File: src/shared/spmc_pkg.sv
/*
 * spmc_pkg: constants, types and reset values of the protection mode controller.
 * Assumes a single 40 MHz clock and a classic Wishbone slave with byte addresses.
 */
`default_nettype none

package spmc_pkg;

	////////////////////////////////////////////////////////////////////////////
	// clock and timing
	localparam int unsigned CLK_FREQ_HZ = 40_000_000;
	localparam int unsigned CLK_MHZ = CLK_FREQ_HZ / 1_000_000;
	// spike blanking of 8.0 us, held in ns
	localparam int unsigned BLANK_TIME_NS = 8000;
	localparam int unsigned BLANK_CYC = (BLANK_TIME_NS * CLK_MHZ + 999) / 1000;
	localparam int unsigned BLANK_CNT_W = 9;
	localparam int unsigned START_PHASE_US = 50;
	localparam int unsigned START_CYC = START_PHASE_US * CLK_MHZ;
	localparam int unsigned TMR_W = 12;
	localparam int unsigned NUM_BLANK = 2;

	////////////////////////////////////////////////////////////////////////////
	// register map, byte offsets
	localparam logic [7:0] REG_STATUS = 8'h00;
	localparam logic [7:0] REG_IRQ_STATUS = 8'h04;
	localparam logic [7:0] REG_IRQ_CLEAR = 8'h08;
	localparam logic [7:0] REG_IRQ_ENABLE = 8'h0C;
	localparam logic [7:0] REG_CONTROL = 8'h10;
	localparam logic [7:0] REG_RESTART_CNT = 8'h14;

	// interrupt event bit positions
	localparam int unsigned EV_LATCH = 0;
	localparam int unsigned EV_RESTART = 1;
	localparam int unsigned EV_NORMAL = 2;
	localparam int unsigned EV_RELEASE = 3;
	localparam int unsigned NUM_EV = 4;

	// reset values
	localparam logic [NUM_EV-1:0] IRQ_EN_RST = 4'h0;
	localparam logic RUN_EN_RST = 1'b1;

	////////////////////////////////////////////////////////////////////////////
	// types
	typedef enum logic [2:0] {
		ST_OFF,
		ST_START,
		ST_NORMAL,
		ST_RESTART,
		ST_LATCHED
	} spmc_state_t;

	// digitised comparator outputs, all asynchronous to clk_i
	typedef struct packed {
		logic supply_reset_cmp;
		logic supply_turn_on_cmp;
		logic supply_undervoltage_cmp;
		logic over_temp_cmp;
		logic secondary_short_cmp;
		logic soft_start_high_cmp;
		logic feedback_high_cmp;
		logic supply_overvoltage_cmp;
	} spmc_cmp_t;

	typedef struct packed {
		logic switching_en;
		logic soft_start_clamp_switch;
		logic reference_en;
		logic startup_cell_en;
	} spmc_pwr_t;

	typedef struct packed {
		logic [BLANK_CNT_W-1:0] cnt;
		logic hit;
	} spmc_blank_t;

	typedef struct packed {
		spmc_state_t state;
		logic [7:0] sync1;
		logic [7:0] sync2;
		logic [TMR_W-1:0] tmr;
		logic [2:0] latch_cause;
		logic [1:0] restart_cause;
		logic [NUM_EV-1:0] irq_sts;
		logic [NUM_EV-1:0] irq_en;
		logic run_en;
		logic [7:0] restart_cnt;
		spmc_pwr_t pwr;
		logic ack;
		logic [31:0] rdat;
	} spmc_regs_t;

	localparam spmc_blank_t BLANK_RST = '{cnt: '0, hit: 1'b0};
	localparam spmc_pwr_t PWR_RST = '{switching_en: 1'b0, soft_start_clamp_switch: 1'b1,
		reference_en: 1'b1, startup_cell_en: 1'b1};
	localparam spmc_regs_t REGS_RST = '{state: ST_OFF, sync1: '0, sync2: '0, tmr: '0,
		latch_cause: '0, restart_cause: '0, irq_sts: '0, irq_en: IRQ_EN_RST,
		run_en: RUN_EN_RST, restart_cnt: '0, pwr: PWR_RST, ack: 1'b0, rdat: '0};

endpackage : spmc_pkg

`default_nettype wire

File: src/logic/spmc_protect.sv
/*
 * spmc_protect: fault protection mode controller with a classic Wishbone register slave.
 * Assumes asynchronous comparator inputs and a single clock with synchronous reset.
 */
// What this block does
// RULE_01 - latch is only released by the supply-below-reset-level indication.
// RULE_02 - supply overvoltage latches only while feedback is high as well.
// RULE_03 - entering the latch switches the internal reference off.
// RULE_04 - while latched, startup cell on below turn-off level, off above turn-on.
// RULE_05 - while latched, reaching turn-on level starts no startup phase or switching.
// RULE_06 - blanked over-temperature indication enters the latch.
// RULE_07 - over-temperature and qualified overvoltage must stand 8.0 us before latching.
// RULE_08 - secondary short comparator enters the latch at once.
// RULE_09 - high feedback opens the soft-start clamp switch.
// RULE_10 - auto restart on overload needs both feedback high and soft-start high.
// RULE_11 - supply undervoltage enters auto restart and a new startup cycle.
// RULE_12 - auto restart always runs a switching startup phase, then re-checks fault.
// RULE_13 - normal operation resumes when the fault is gone after a startup phase.
// RULE_14 - comparators are synchronised; blanking counted in cycles from clock rate.
// RULE_15 - latch has priority over auto restart and is never overridden by it.
`timescale 1ns/1ps
`default_nettype none

module spmc_protect
	import spmc_pkg::*;
(
	input wire logic clk_i,
	input wire logic rst_i,
	input wire spmc_cmp_t cmp_i,
	output spmc_pwr_t pwr_o,
	output logic [2:0] mode_o,
	output logic irq_o,
	input wire logic wb_cyc_i,
	input wire logic wb_stb_i,
	input wire logic wb_we_i,
	input wire logic [7:0] wb_adr_i,
	input wire logic [3:0] wb_sel_i,
	input wire logic [31:0] wb_dat_i,
	output logic [31:0] wb_dat_o,
	output logic wb_ack_o
);

	spmc_regs_t q;
	spmc_regs_t d;

	////////////////////////////////////////////////////////////////////////////
	// synchronised view of the comparators and blanked latch sources

	spmc_cmp_t cmp_s;
	logic [NUM_BLANK-1:0] blank_in;
	logic [NUM_BLANK-1:0] blank_out;
	logic ov_blanked;
	logic ot_blanked;
	logic short_hit;
	logic latch_req;
	logic overload;
	logic undervoltage_lockout;
	logic turn_on;
	logic reset_lvl;

	assign cmp_s = spmc_cmp_t'(q.sync2);

	// overvoltage only counts with feedback out of range
	assign blank_in[0] = cmp_s.supply_overvoltage_cmp & cmp_s.feedback_high_cmp; // RULE_02
	assign blank_in[1] = cmp_s.over_temp_cmp;

	generate
		for (genvar i = 0; i < NUM_BLANK; i++) begin : g_blank
			spmc_blank_filter u_blank (
				.clk_i(clk_i),
				.rst_i(rst_i),
				.level_i(blank_in[i]),
				.level_o(blank_out[i])
			); // RULE_07
		end
	endgenerate

	assign ov_blanked = blank_out[0]; // RULE_02
	assign ot_blanked = blank_out[1]; // RULE_06
	// the short path has its own analog spike filter, so no extra blanking here
	assign short_hit = cmp_s.secondary_short_cmp; // RULE_08
	assign latch_req = ov_blanked | ot_blanked | short_hit;
	// restart_entry_gate: both inputs high
	assign overload = cmp_s.feedback_high_cmp & cmp_s.soft_start_high_cmp; // RULE_10
	assign undervoltage_lockout = cmp_s.supply_undervoltage_cmp;
	assign turn_on = cmp_s.supply_turn_on_cmp;
	assign reset_lvl = cmp_s.supply_reset_cmp;

	////////////////////////////////////////////////////////////////////////////
	// bus decode

	logic wb_req;
	logic wb_wr;
	logic [NUM_EV-1:0] irq_clr;

	assign wb_req = wb_cyc_i & wb_stb_i;
	// writes land on the edge where the master sees ack
	assign wb_wr = wb_req & wb_we_i & q.ack & wb_sel_i[0];
	assign irq_clr = (wb_wr && wb_adr_i == REG_IRQ_CLEAR) ? wb_dat_i[NUM_EV-1:0] : '0;

	function automatic logic [31:0] rd_word(input spmc_regs_t r, input logic [7:0] adr);
		logic [31:0] w;
		w = '0;
		case (adr)
			REG_STATUS: begin
				w[2:0] = r.state;
				w[5:3] = r.latch_cause;
				w[7:6] = r.restart_cause;
				w[15:8] = r.sync2;
				w[19:16] = r.pwr;
			end
			REG_IRQ_STATUS: begin
				w[NUM_EV-1:0] = r.irq_sts;
			end
			REG_IRQ_ENABLE: begin
				w[NUM_EV-1:0] = r.irq_en;
			end
			REG_CONTROL: begin
				w[0] = r.run_en;
			end
			REG_RESTART_CNT: begin
				w[7:0] = r.restart_cnt;
			end
			default: begin
				w = '0;
			end
		endcase
		return w;
	endfunction : rd_word

	////////////////////////////////////////////////////////////////////////////
	// next state

	logic [NUM_EV-1:0] ev;

	always_comb begin
		d = q;
		ev = '0;

		// two-stage synchroniser for every comparator
		d.sync1 = cmp_i; // RULE_14
		d.sync2 = q.sync1; // RULE_14

		if (q.tmr != '0) begin
			d.tmr = q.tmr - 1'b1;
		end

		if (q.state != ST_LATCHED && latch_req) begin
			// checked ahead of every restart path
			d.state = ST_LATCHED; // RULE_15
			d.latch_cause = {short_hit, ot_blanked, ov_blanked}; // RULE_06
			d.restart_cause = '0;
			d.tmr = '0;
			ev[EV_LATCH] = 1'b1;
		end else begin
			case (q.state)
				ST_OFF: begin
					// charge from the startup cell until turn-on level
					if (undervoltage_lockout) begin
						d.pwr.startup_cell_en = 1'b1;
					end
					if (q.run_en && q.pwr.startup_cell_en && turn_on) begin
						d.state = ST_START;
						d.tmr = TMR_W'(START_CYC);
					end
				end
				ST_START: begin
					if (undervoltage_lockout) begin
						// no self supply yet, e.g. optocoupler shorted
						d.state = ST_RESTART; // RULE_11
						d.restart_cause = 2'b10;
						d.pwr.startup_cell_en = 1'b1;
						ev[EV_RESTART] = 1'b1;
					end else if (q.tmr == '0) begin
						// startup phase over, look at the fault again
						if (overload) begin
							d.state = ST_RESTART; // RULE_12
							d.restart_cause = 2'b01;
							ev[EV_RESTART] = 1'b1;
						end else begin
							d.state = ST_NORMAL; // RULE_13
							d.restart_cause = '0;
							ev[EV_NORMAL] = 1'b1;
						end
					end
				end
				ST_NORMAL: begin
					if (undervoltage_lockout) begin
						d.state = ST_RESTART; // RULE_11
						d.restart_cause = 2'b10;
						d.pwr.startup_cell_en = 1'b1;
						ev[EV_RESTART] = 1'b1;
					end else if (overload) begin
						d.state = ST_RESTART; // RULE_10
						d.restart_cause = 2'b01;
						ev[EV_RESTART] = 1'b1;
					end
				end
				ST_RESTART: begin
					// switching stops, supply drains, cell recharges, then restart
					if (undervoltage_lockout) begin
						d.pwr.startup_cell_en = 1'b1;
					end
					if (q.run_en && q.pwr.startup_cell_en && turn_on) begin
						d.state = ST_START; // RULE_12
						d.tmr = TMR_W'(START_CYC);
					end
				end
				ST_LATCHED: begin
					// only the undervoltage lockout keeps running here
					if (undervoltage_lockout) begin
						d.pwr.startup_cell_en = 1'b1; // RULE_04
					end else if (turn_on) begin
						d.pwr.startup_cell_en = 1'b0; // RULE_05
					end
					if (reset_lvl) begin
						d.state = ST_OFF; // RULE_01
						d.latch_cause = '0;
						d.pwr.startup_cell_en = 1'b1;
						ev[EV_RELEASE] = 1'b1;
					end
				end
				default: begin
					d.state = ST_OFF;
				end
			endcase
		end

		if (ev[EV_RESTART] && q.restart_cnt != 8'hFF) begin
			d.restart_cnt = q.restart_cnt + 1'b1;
		end

		// outputs follow the next state so they switch with it
		case (d.state)
			ST_START, ST_NORMAL: begin
				d.pwr.switching_en = 1'b1;
				d.pwr.startup_cell_en = 1'b0;
				d.pwr.reference_en = 1'b1;
			end
			ST_LATCHED: begin
				d.pwr.switching_en = 1'b0; // RULE_05
				d.pwr.reference_en = 1'b0; // RULE_03
			end
			default: begin
				d.pwr.switching_en = 1'b0;
				d.pwr.reference_en = 1'b1;
			end
		endcase
		// clamp open when feedback is high, except in off and latched where it stays closed
		d.pwr.soft_start_clamp_switch = ~cmp_s.feedback_high_cmp; // RULE_09
		if (d.state == ST_LATCHED || d.state == ST_OFF) begin
			d.pwr.soft_start_clamp_switch = 1'b1;
		end
		if (q.state != ST_LATCHED && d.state == ST_LATCHED) begin
			// cell switches off on entry, until the supply crosses a level
			d.pwr.startup_cell_en = 1'b0;
		end

		// sticky status, a new event beats a clear in the same cycle
		d.irq_sts = (q.irq_sts & ~irq_clr) | ev;

		if (wb_wr && wb_adr_i == REG_IRQ_ENABLE) begin
			d.irq_en = wb_dat_i[NUM_EV-1:0];
		end
		if (wb_wr && wb_adr_i == REG_CONTROL) begin
			d.run_en = wb_dat_i[0];
		end

		// one wait state, ack for exactly one cycle
		d.ack = wb_req & ~q.ack;
		if (wb_req && !q.ack) begin
			d.rdat = rd_word(q, wb_adr_i);
		end
	end

	always_ff @(posedge clk_i) begin
		if (rst_i) begin
			q <= REGS_RST;
		end else begin
			q <= d;
		end
	end

	////////////////////////////////////////////////////////////////////////////
	// outputs

	assign pwr_o = q.pwr;
	assign mode_o = q.state;
	assign irq_o = |(q.irq_sts & q.irq_en);
	assign wb_dat_o = q.rdat;
	assign wb_ack_o = q.ack;

endmodule : spmc_protect

`default_nettype wire

File: src/logic/spmc_blank_filter.sv
/*
 * spmc_blank_filter: passes a level only after it has stood high for the blanking time.
 * Assumes level_i is already synchronous to clk_i.
 */
`timescale 1ns/1ps
`default_nettype none

module spmc_blank_filter
	import spmc_pkg::*;
(
	input wire logic clk_i,
	input wire logic rst_i,
	input wire logic level_i,
	output logic level_o
);

	spmc_blank_t q;
	spmc_blank_t d;

	////////////////////////////////////////////////////////////////////////////
	// any drop restarts the count, so short pulses never reach the output
	always_comb begin
		d = q;
		if (!level_i) begin
			d.cnt = '0;
			d.hit = 1'b0;
		end else if (q.cnt == BLANK_CNT_W'(BLANK_CYC - 1)) begin
			d.hit = 1'b1; // RULE_07
		end else begin
			d.cnt = q.cnt + 1'b1; // RULE_07
		end
	end

	always_ff @(posedge clk_i) begin
		if (rst_i) begin
			q <= BLANK_RST;
		end else begin
			q <= d;
		end
	end

	assign level_o = q.hit;

endmodule : spmc_blank_filter

`default_nettype wire

File: config.mk
export PLATFORM = sky130hd
export DESIGN_NAME = spmc_protect
export DESIGN_NICKNAME = d
export VERILOG_FILES = /design/src/shared/spmc_pkg.sv /design/src/logic/spmc_protect.sv /design/src/logic/spmc_blank_filter.sv
export SDC_FILE = /design/constraint.sdc
export NUM_CORES = 1
export LEC_CHECK = 0
export BUFFER_PORTS_ARGS = -buffer_cell sky130_fd_sc_hd__buf_2
export CAP_MARGIN = 15
export CORE_MARGIN = 3
export CORE_UTILIZATION = 46
export CTS_CLUSTER_DIAMETER = 40
export DETAILED_ROUTE_END_ITERATION = 7
export HOLD_SLACK_MARGIN = 0.1
export PLACE_DENSITY = 0.69
export SLEW_MARGIN = 15
export SYNTH_ARGS = -nofsm -noshare
export SYNTH_HDL_FRONTEND = slang
export SYNTH_SLANG_ARGS = --single-unit
File: constraint.sdc
create_clock -name clk_i -period 2.63 [get_ports clk_i]
set_input_delay 0.263 -clock clk_i [delete_from_list [all_inputs] [get_ports clk_i]]
set_output_delay 0.263 -clock clk_i [all_outputs]
set_load 0.01 [all_outputs]
* Word-level counts from Yosys, hierarchy flattened
Cells that the tools add are included.
** Storage, ports and cells
- Register bits :: 98
- Bits of input ports :: 57
- Word-level logic and storage cells :: 141
** Operators by class
- Bitwise gates (word level) :: 17
- Add/sub/neg operators :: 4
- Reductions and logical operators :: 31
- Mux-type cells :: 48
- Equal/unequal tests :: 21
** Operators by type and width (number)
- $mux 12 :: 4
- $mux 3 :: 10
- $pmux 3 s4 :: 2
- $mux 1 :: 20
- $add 9x1->9 const B :: 2
- $eq 9x9->1 const B :: 2
- $eq 8x4->1 const B :: 2
- $eq 8x5->1 const B :: 2
- $logic_not 12->1 :: 1
- $reduce_bool 12->1 :: 1
- $reduce_or 2->1 :: 6
- $sub 12x1->12 const B :: 1
- $mux 2 :: 5
- $eq 3x2->1 const B :: 3
- $logic_and 1x1->1 :: 9
- $ne 3x3->1 const B :: 3
- $add 8x1->8 const B :: 1
- $and 4x4->4 :: 2
- $eq 8x3->1 const B :: 1
- $logic_not 8->1 :: 1
- $ne 8x8->1 const B :: 1
- $pmux 4 s2 :: 1
- $reduce_or 4->1 :: 2
- $and 1x1->1 :: 7
- other kinds (22) :: 32

* Depth between registers and ports, before layout
Gate-level depths: netlist of the first run.
- Depth in word-level cells :: 10
- Depth in mapped cells :: 8
- Gate-level depth less buffers :: 7

* Cells and area by module
From an unflattened synthesis of the first run, not the netlist that was laid out.
** Second synthesis, totals
- Cell total of the unflattened synthesis :: 530
- Area total of the unflattened synthesis :: 4595.7 um2
** Modules (own cells, without submodules)
- spmc_protect :: cells an instance 422, area each 3612.2 um2, seq. area each 1561.5 um2, instances 1
- spmc_blank_filter :: cells an instance 54, area each 491.7 um2, seq. area each 200.2 um2, instances 2

* Worst setup path after synthesis of the first run
No wires, ideal clock.
- Kind :: register to register
- Start point :: register q[62] (netlist bit)
- End point :: register q[42] (netlist bit)
- Required time :: 2560 ps
- Period minus slack after synthesis :: 2034 ps
- Path slack :: 596 ps
- Path buffers :: 2
- Arrival :: 1964 ps
- Cell stages (with the launch flop) :: 8
- Cells stage by stage :: dfxtp_1 > or4_1 > buf_2 > nor4_4 > buf_6 > o211ai_4 > or3_1 > a21oi_1
** On the way
- Word-level cells in the longest chain between the ends :: 6
** RTL lines
- start: declaration :: line spmc_protect.sv:43 : spmc_regs_t q;
- start signal: assignment :: line spmc_protect.sv:278 : q <= REGS_RST;
- start signal: assignment :: line spmc_protect.sv:280 : q <= d;
- $logic_not 12->1 :: line spmc_protect.sv:174 : end else if (q.tmr == '0) begin
- $mux 2 :: line spmc_protect.sv:174
- $mux 1 :: line spmc_protect.sv:168 : if (undervoltage_lockout) begin
- $pmux 1 s2 :: line spmc_protect.sv:156 : case (q.state)
- $mux 3 :: line spmc_protect.sv:148 : if (q.state != ST_LATCHED && latch_req) begin
- $logic_and 1x1->1 :: line spmc_protect.sv:229 : if (ev[EV_RESTART] && q.restart_cnt != 8'hFF) begin
No other way between the ends.
A chain may end at the register's enable or synchronous reset.

* Worst setup path after layout of the first run
Ends and elaborated chain as after synthesis.

==> results.txt, run 1 <==
Vias: 3613
Total global routing track utilization: 17.6%
Design area: 4910 sq um
RSZ-0062 raised after global routing: no
Placer Congestion: 0.793
Slew Viols, Final: 0
Startpoint types: flip-flop
Hold_ws: 0.111 ns
Final worst slack: 0.432 ns
Syn_area_per_cell: 8.75 sq um
Largest net degree at the start of global routing: 23
DRC viols: 0
Leading area contributor after synthesis: dfxtp_1
Netlist cell types: 56
CTS buffer count: 9
Layout net count: 603
Minimum clock period after layout: 2.20 ns
Antenna Nets Post-Route: 0
Met1 Use GR: 23.1%
Met2 GRT Util: 28.5%
Initial DRC Count: 193
Root buffer cell: clkbuf_8
Peak supply drop: 0.000459 V
Power per Cell Area: 719 nW/um^2
Dpl cells: 660
Die X: 105 um
Area of the multi-input gates: 2200 sq um
Min-Delay Path Class: primary input to flip-flop
Fin. Hold Viols: 0
Final period util: 83.6%
IO Pins: 98
Peak Freq: 455 MHz
Number of global-route vias before repair: 3415
IO Port Bufs: 54
Setup Viol. Count Final: 0
Static leakage: 1.83 nW
CP endpoint kind: flip-flop
Setup CP Type: flip-flop to flip-flop
Fraction of registers with async set/reset: 0%
First-pass GRT wire length: 16200 um
Synth cell count leaders: dfxtp_1 (98), nor2_1 (64), buf_4 (39)
Mapped Cells: 520
Largest cells by area after synthesis: dfxtp_1 (43%), buf_4 (6.4%), nor2_1 (5.3%), a22oi_1 (3.8%), nor2b_1 (3.2%)
Core area: 9420 sq um
Clk slew on worst S/H paths: 0.09 ns
Rows: 35
Status: finished clean
Most common cell in the netlist: dfxtp_1
Top_reg_cell synth: dfxtp_1
Most used routing layer: met2
CTS tree: done
# fillers: 872
Grt met3 use: 4.10%
Yosys warns: 0
Die height: 105 um
# hold bufs at CTS: 0
Placed inst area: 4710 sq um
Initial antenna violation count: 0
Worst EP arrival: 2.49 ns
Setup_tns: 0 ns
Ant diodes: 0
Post-DR wirelength/cell: 14.1 um
Detailed placement HPWL: 6980 um
Number of gates resized after CTS: 0
FF+latch count, synth: 98
Synth-to-Final Area Change: 7.86%
Final non-filler cell total: 676
H-tree levels: 3
Worst relative slew slack: 66.3%
Post-synth EDFFs: 0
Final Skew: 0.0126 ns
Die area: 11100 sq um
Clock insertion delay at the later pin of the skew report: 0.35 ns
Layout cells sized above 1: 16.8%
Clock sinks: 98
Post-CTS Setup Bufs: 0
Maxcap violations: 0
Clock Tree Buf Depth: 2
Initial Util: 48.3%
Register area: 1960 sq um
Drt first pass iters: 7
Via/cell ratio: 5.34
Dpl ws: 0.453 ns
CP Max Fanout: 6
Wirelength, routed: 9500 um
Register area share after synthesis: 43.1%
Mapped Area: 4550 sq um
Worst-Margin Slew: 0.504 ns
WP data required: 2.92 ns
Top cell type's share of synthesized area: 43.1%
Final global-route overflow total: 0
cell families (layout without fill, tap and decap cells):
kind of cell	after synthesis	in the layout	synth area share [%]
compound gates	93	93	13.6
xor+xnor	23	23	4.43
fa+ha+maj	5	5	1.32
buf+inv	73	89	9.46
flops	98	98	43.1
mux	11	11	2.45
other cells	1	12	0.0824
simple gates	216	216	25.5
layout make-up:
cell class | count | area share [%]
Sequential cell | 98 | 40.0
Inverter | 8 | 0.612
Clock inverter | 5 | 1.25
Clock buffer | 11 | 2.88
Multi-Input combinational cell | 360 | 44.8
Tap cell | 129 | 3.29
Timing Repair Buffer | 65 | 7.19
layout by cell type, fill, tap and decap left out, types with 8 or more instances in the layout:
cell type	instances
dfxtp_1	98
nor2_1	64
buf_2	54
nand2_1	30
a21oi_1	27
a22oi_1	23
nor2b_1	23
nor3_1	21
nand3_1	18
xnor2_1	14
o21ai_0	13
conb_1	12
buf_4	11
mux2i_1	10
clkbuf_8	10
nand2b_1	9
xor2_1	9
inv_1	8
metal layers:
layer / wire (um) / part of all wire (%)
met1: 4480 / 47
met2: 4360 / 46
met3: 532 / 5.6
met4: 129 / 1.4
met5: 0 / 0
path summary, 6_finish.rpt:
| check | from | to | depth (start not counted) | slack (ns) |
|---|---|---|---|---|
| setup / recovery | q[62] | q[42] | 6 | 0.43 |
| hold / removal | cmp_i[4] | d[75] | 2 | 0.11 |
| setup reg to reg | q[62] | q[42] | 6 | 0.43 |
| hold reg to reg | d[74] | cmp_s[3] | 1 | 0.45 |
report_power, final:
part / total, W / switching [W] / internal (W)
registers: 0.00170 / 0.000115 / 0.00159
clock network: 0.000981 / 0.000509 / 0.000472
logic: 0.000845 / 0.000474 / 0.000371
total: 0.00353 / 0.00110 / 0.00243
flip-flops by register name, summed over array words and instances (netlist names):
register	cells
q	34
mode_o	3
d	8
g_blank.u_blank.level_o	2
wb_ack_o	1
wb_dat_o	20
cmp_s	8
g_blank.u_blank.q	18
pwr_o	4
critical path: stages, from the launching register on:
cell and delay [ns]:
dfxtp_1 0.36, or4_1 0.68, nor4_4 0.35, buf_4 0.19
o211ai_4 0.09, or3_1 0.32, a21oi_1 0.14
per-stage QoR:
| step | util (%) | power (W) |
|---|---|---|
| 2_1_floorplan | - | 0.00243 |
| 3_3_place_gp | 50.0 | 0.00255 |
| 3_5_place_dp | 50.0 | 0.00258 |
| 4_1_cts | 52.1 | 0.00356 |
| 5_1_grt | 52.1 | 0.00375 |
| 6_report | 52.1 | 0.00353 |
No activity file was read; power rests on OpenSTA's default activity.
==> inputs of run 2 (changes only) <==
Settings changed: PLACE_DENSITY 0.69 to 0.72.
Clock period 2.63 ns to 2 ns, I/O delays scaled along.
==> results.txt, run 2 (synthesis gave the netlist of run 1 again) <==
Setup CP Type: flip-flop to flip-flop (unchanged)
Final global-route overflow total: 0 (unchanged)
Hold path cells: 2 (unchanged)
Clock insertion delay at the later pin of the skew report: 0.37 ns (was 0.35 ns)
Final Skew: 0.0112 ns (was 0.0126 ns)
Die X: 105 um (unchanged)
Largest net degree at the start of global routing: 30 (was 23)
IO Pins: 98 (unchanged)
Most frequent cells in the layout: dfxtp_1 (96), nor2_1 (64), buf_2 (54), buf_4 (40), nand2_1 (30) (was dfxtp_1 (98), nor2_1 (64), buf_2 (54), nand2_1 (30), a21oi_1 (27))
CP cell instances: or4_4 > buf_6 > nor4_4 > buf_4 > o211ai_4 > or3_1 > a21oi_1 (was or4_1 > nor4_4 > buf_4 > o211ai_4 > or3_1 > a21oi_1)
First-pass GRT wire length: 17000 um (was 16200 um)
Slowest stage delay, CP: 0.57 ns (was 0.68 ns)
Most flops, register: q (unchanged)
Layout net count: 645 (was 603)
Final period util: 100% (was 83.6%)
Worst Hold Endpoint: d[73] (was d[75])
CTS tree: done (unchanged)
Core occupancy in the finished layout: 56.5% (was 52.1%)
CP Max Fanout: 4 (was 6)
Final non-filler cell total: 717 (was 676)
DRC viols: 0 (unchanged)
Startpoint types: flip-flop (unchanged)
CP endpoint kind: flip-flop (unchanged)
Wirelength, routed: 10200 um (was 9500 um)
Initial DRC Count: 164 (was 193)
Status: finished, violations left (was finished clean)
Worst reg-to-reg setup slack: -0.007 ns (was 0.43 ns)
Failing checks: setup timing
Reg2Reg Capture Point: q[42] (unchanged)
Clk slew on worst S/H paths: 0.10 ns (was 0.09 ns)
Slowest CP cell: or4_4 (was or4_1)
Worst path depth: 7 (was 6)
Synth-to-Final Area Change: 17.0% (was 7.86%)
IO Port Bufs: 54 (unchanged)
Total global routing track utilization: 18.6% (was 17.6%)
Minimum clock period after layout: 2.01 ns (was 2.20 ns)
Vias: 3827 (was 3613)
CP Buf/Inv Count: 2 (was 1)
Dpl cells: 690 (was 660)
R2R depth: 7 (was 6)
Rows: 35 (unchanged)
Antenna Nets Post-Route: 0 (unchanged)
Placer Congestion: 0.876 (was 0.793)
Worst EP arrival: 2.31 ns (was 2.49 ns)
Worst-Margin Slew: 0.603 ns (was 0.504 ns)
Reg-to-Reg Start: q[62] (unchanged)
Ant diodes: 0 (unchanged)
Min-delay src: rst_i (was cmp_i[4])
Die area: 11100 sq um (unchanged)
Number of global-route vias before repair: 3669 (was 3415)
Via/cell ratio: 5.34 (about the same)
Layout cells sized above 1: 22.8% (was 16.8%)
Post-DR wirelength/cell: 14.2 um (was 14.1 um)
Clock sinks: 98 (unchanged)
Commonest non-fill, non-tap cell in the layout: dfxtp_1 (unchanged)
Drt first pass iters: 4 (was 7)
Final worst slack: -0.00666 ns (was 0.432 ns)
Min-Delay Path Class: primary input to flip-flop (unchanged)
Clock Tree Buf Depth: 2 (unchanged)
Peak Freq: 498 MHz (was 455 MHz)
CTS buffer count: 9 (unchanged)
Crit-path leading delay family: simple AND/OR/NAND/NOR gates (unchanged)
WP data required: 2.30 ns (was 2.92 ns)
Power per Cell Area: 958 nW/um^2 (was 719 nW/um^2)
Slew Viols, Final: 0 (unchanged)
Initial antenna violation count: 0 (unchanged)
Root buffer cell: clkbuf_8 (unchanged)
Detailed placement HPWL: 7520 um (was 6980 um)
Setup Viol. Count Final: 1 (was 0)
Fin. Hold Viols: 0 (unchanged)
Core area: 9420 sq um (unchanged)
Maxcap violations: 0 (unchanged)
Worst relative slew slack: 59.5% (was 66.3%)
H-tree levels: 3 (unchanged)
Peak supply drop: 0.000674 V (was 0.000459 V)
RSZ-0062 raised after global routing: yes (was no)
Initial Util: 48.3% (unchanged)
Static leakage: 2.04 nW (was 1.83 nW)
Max FFs per register: 34 (unchanged)
Die height: 105 um (unchanged)
==> run 2: cell types whose count changed in the layout (fill, tap and decap cells not counted), sizes merged <==
cell         previous run  this run
buf                    65        95
dlygate4sd3             0        12
clkbuf                 11        10
clkinv                  3         2
clkinvlp                0         1
==> run 2: layer usage <==
layer / GRT usage, % / up-vias / routed length [um]
li1: - / 1904 / -
met1: 23.6 / 1807 / 4710
met2: 30.5 / 96 / 4710
met3: 4.35 / 20 / 528
met4: 7.03 / 0 / 214
met5: 0 / - / 0
==> run 2: worst register-to-register path, stage by stage (launching register included) <==
cell,delay [ns]
dfxtp_2,0.34
or4_4,0.57
buf_6,0.15
nor4_4,0.16
buf_4,0.19
o211ai_4,0.08
or3_1,0.32
a21oi_1,0.14
==> run 2: area by class of cell <==
cell class / instances / area (sq um)
clock buffer: 10 / 138
tap: 129 / 161
timing repair buffer: 107 / 702
multi-input combinational: 360 / 2260
inverter: 8 / 30.0
sequential: 98 / 1960
clock inverter: 5 / 63.8
fill: 845 / 4090
==> run 2: stage by stage <==
stage	power (W)	setup slack (ns)	area, sq um	hold slack, ns	setup TNS [ns]
finish	0.00510	-0.00666	5320	0.183	-0.00666
global route	0.00539	-0.112	5320	0.199	-0.439
CTS	0.00500	-0.00630	5270	0.171	-0.00630
detailed placement	0.00362	-0.0273	4930	0.412	-0.0521
global placement	0.00357	-0.00726	4930	0.407	-0.00726
floorplan	0.00320	0.0245	4590	0.284	0
==> run 2: how the worst max path moves through the flow <==
stage / startpoint / end / slack (ns)
after detailed placement: q[68] / pwr_o[0] / -0.03
final: q[62] / q[42] / -0.007
after global placement: q[62] / q[42] / -0.007
after global routing: q[62] / q[42] / -0.11
after CTS: q[62] / q[42] / -0.006
after floorplan: q[62] / pwr_o[0] / 0.02
==> run 2: timing repair <==
action,CTS,global route
endpoints found under the setup margin,4,14
hold endpoints to repair,12,0
pin swaps,1,3
buffers inserted,0,0
hold buffers,12,0
gates resized for setup,4,11
==> run 2: report_power, final <==
group / total (W) / internal [W] / leakage (nW) / switching, W
Combinational: 0.00159 / 0.000794 / 1.14 / 0.000792
Sequential: 0.00221 / 0.00209 / 0.797 / 0.000123
Clock: 0.00130 / 0.000614 / 0.0989 / 0.000688
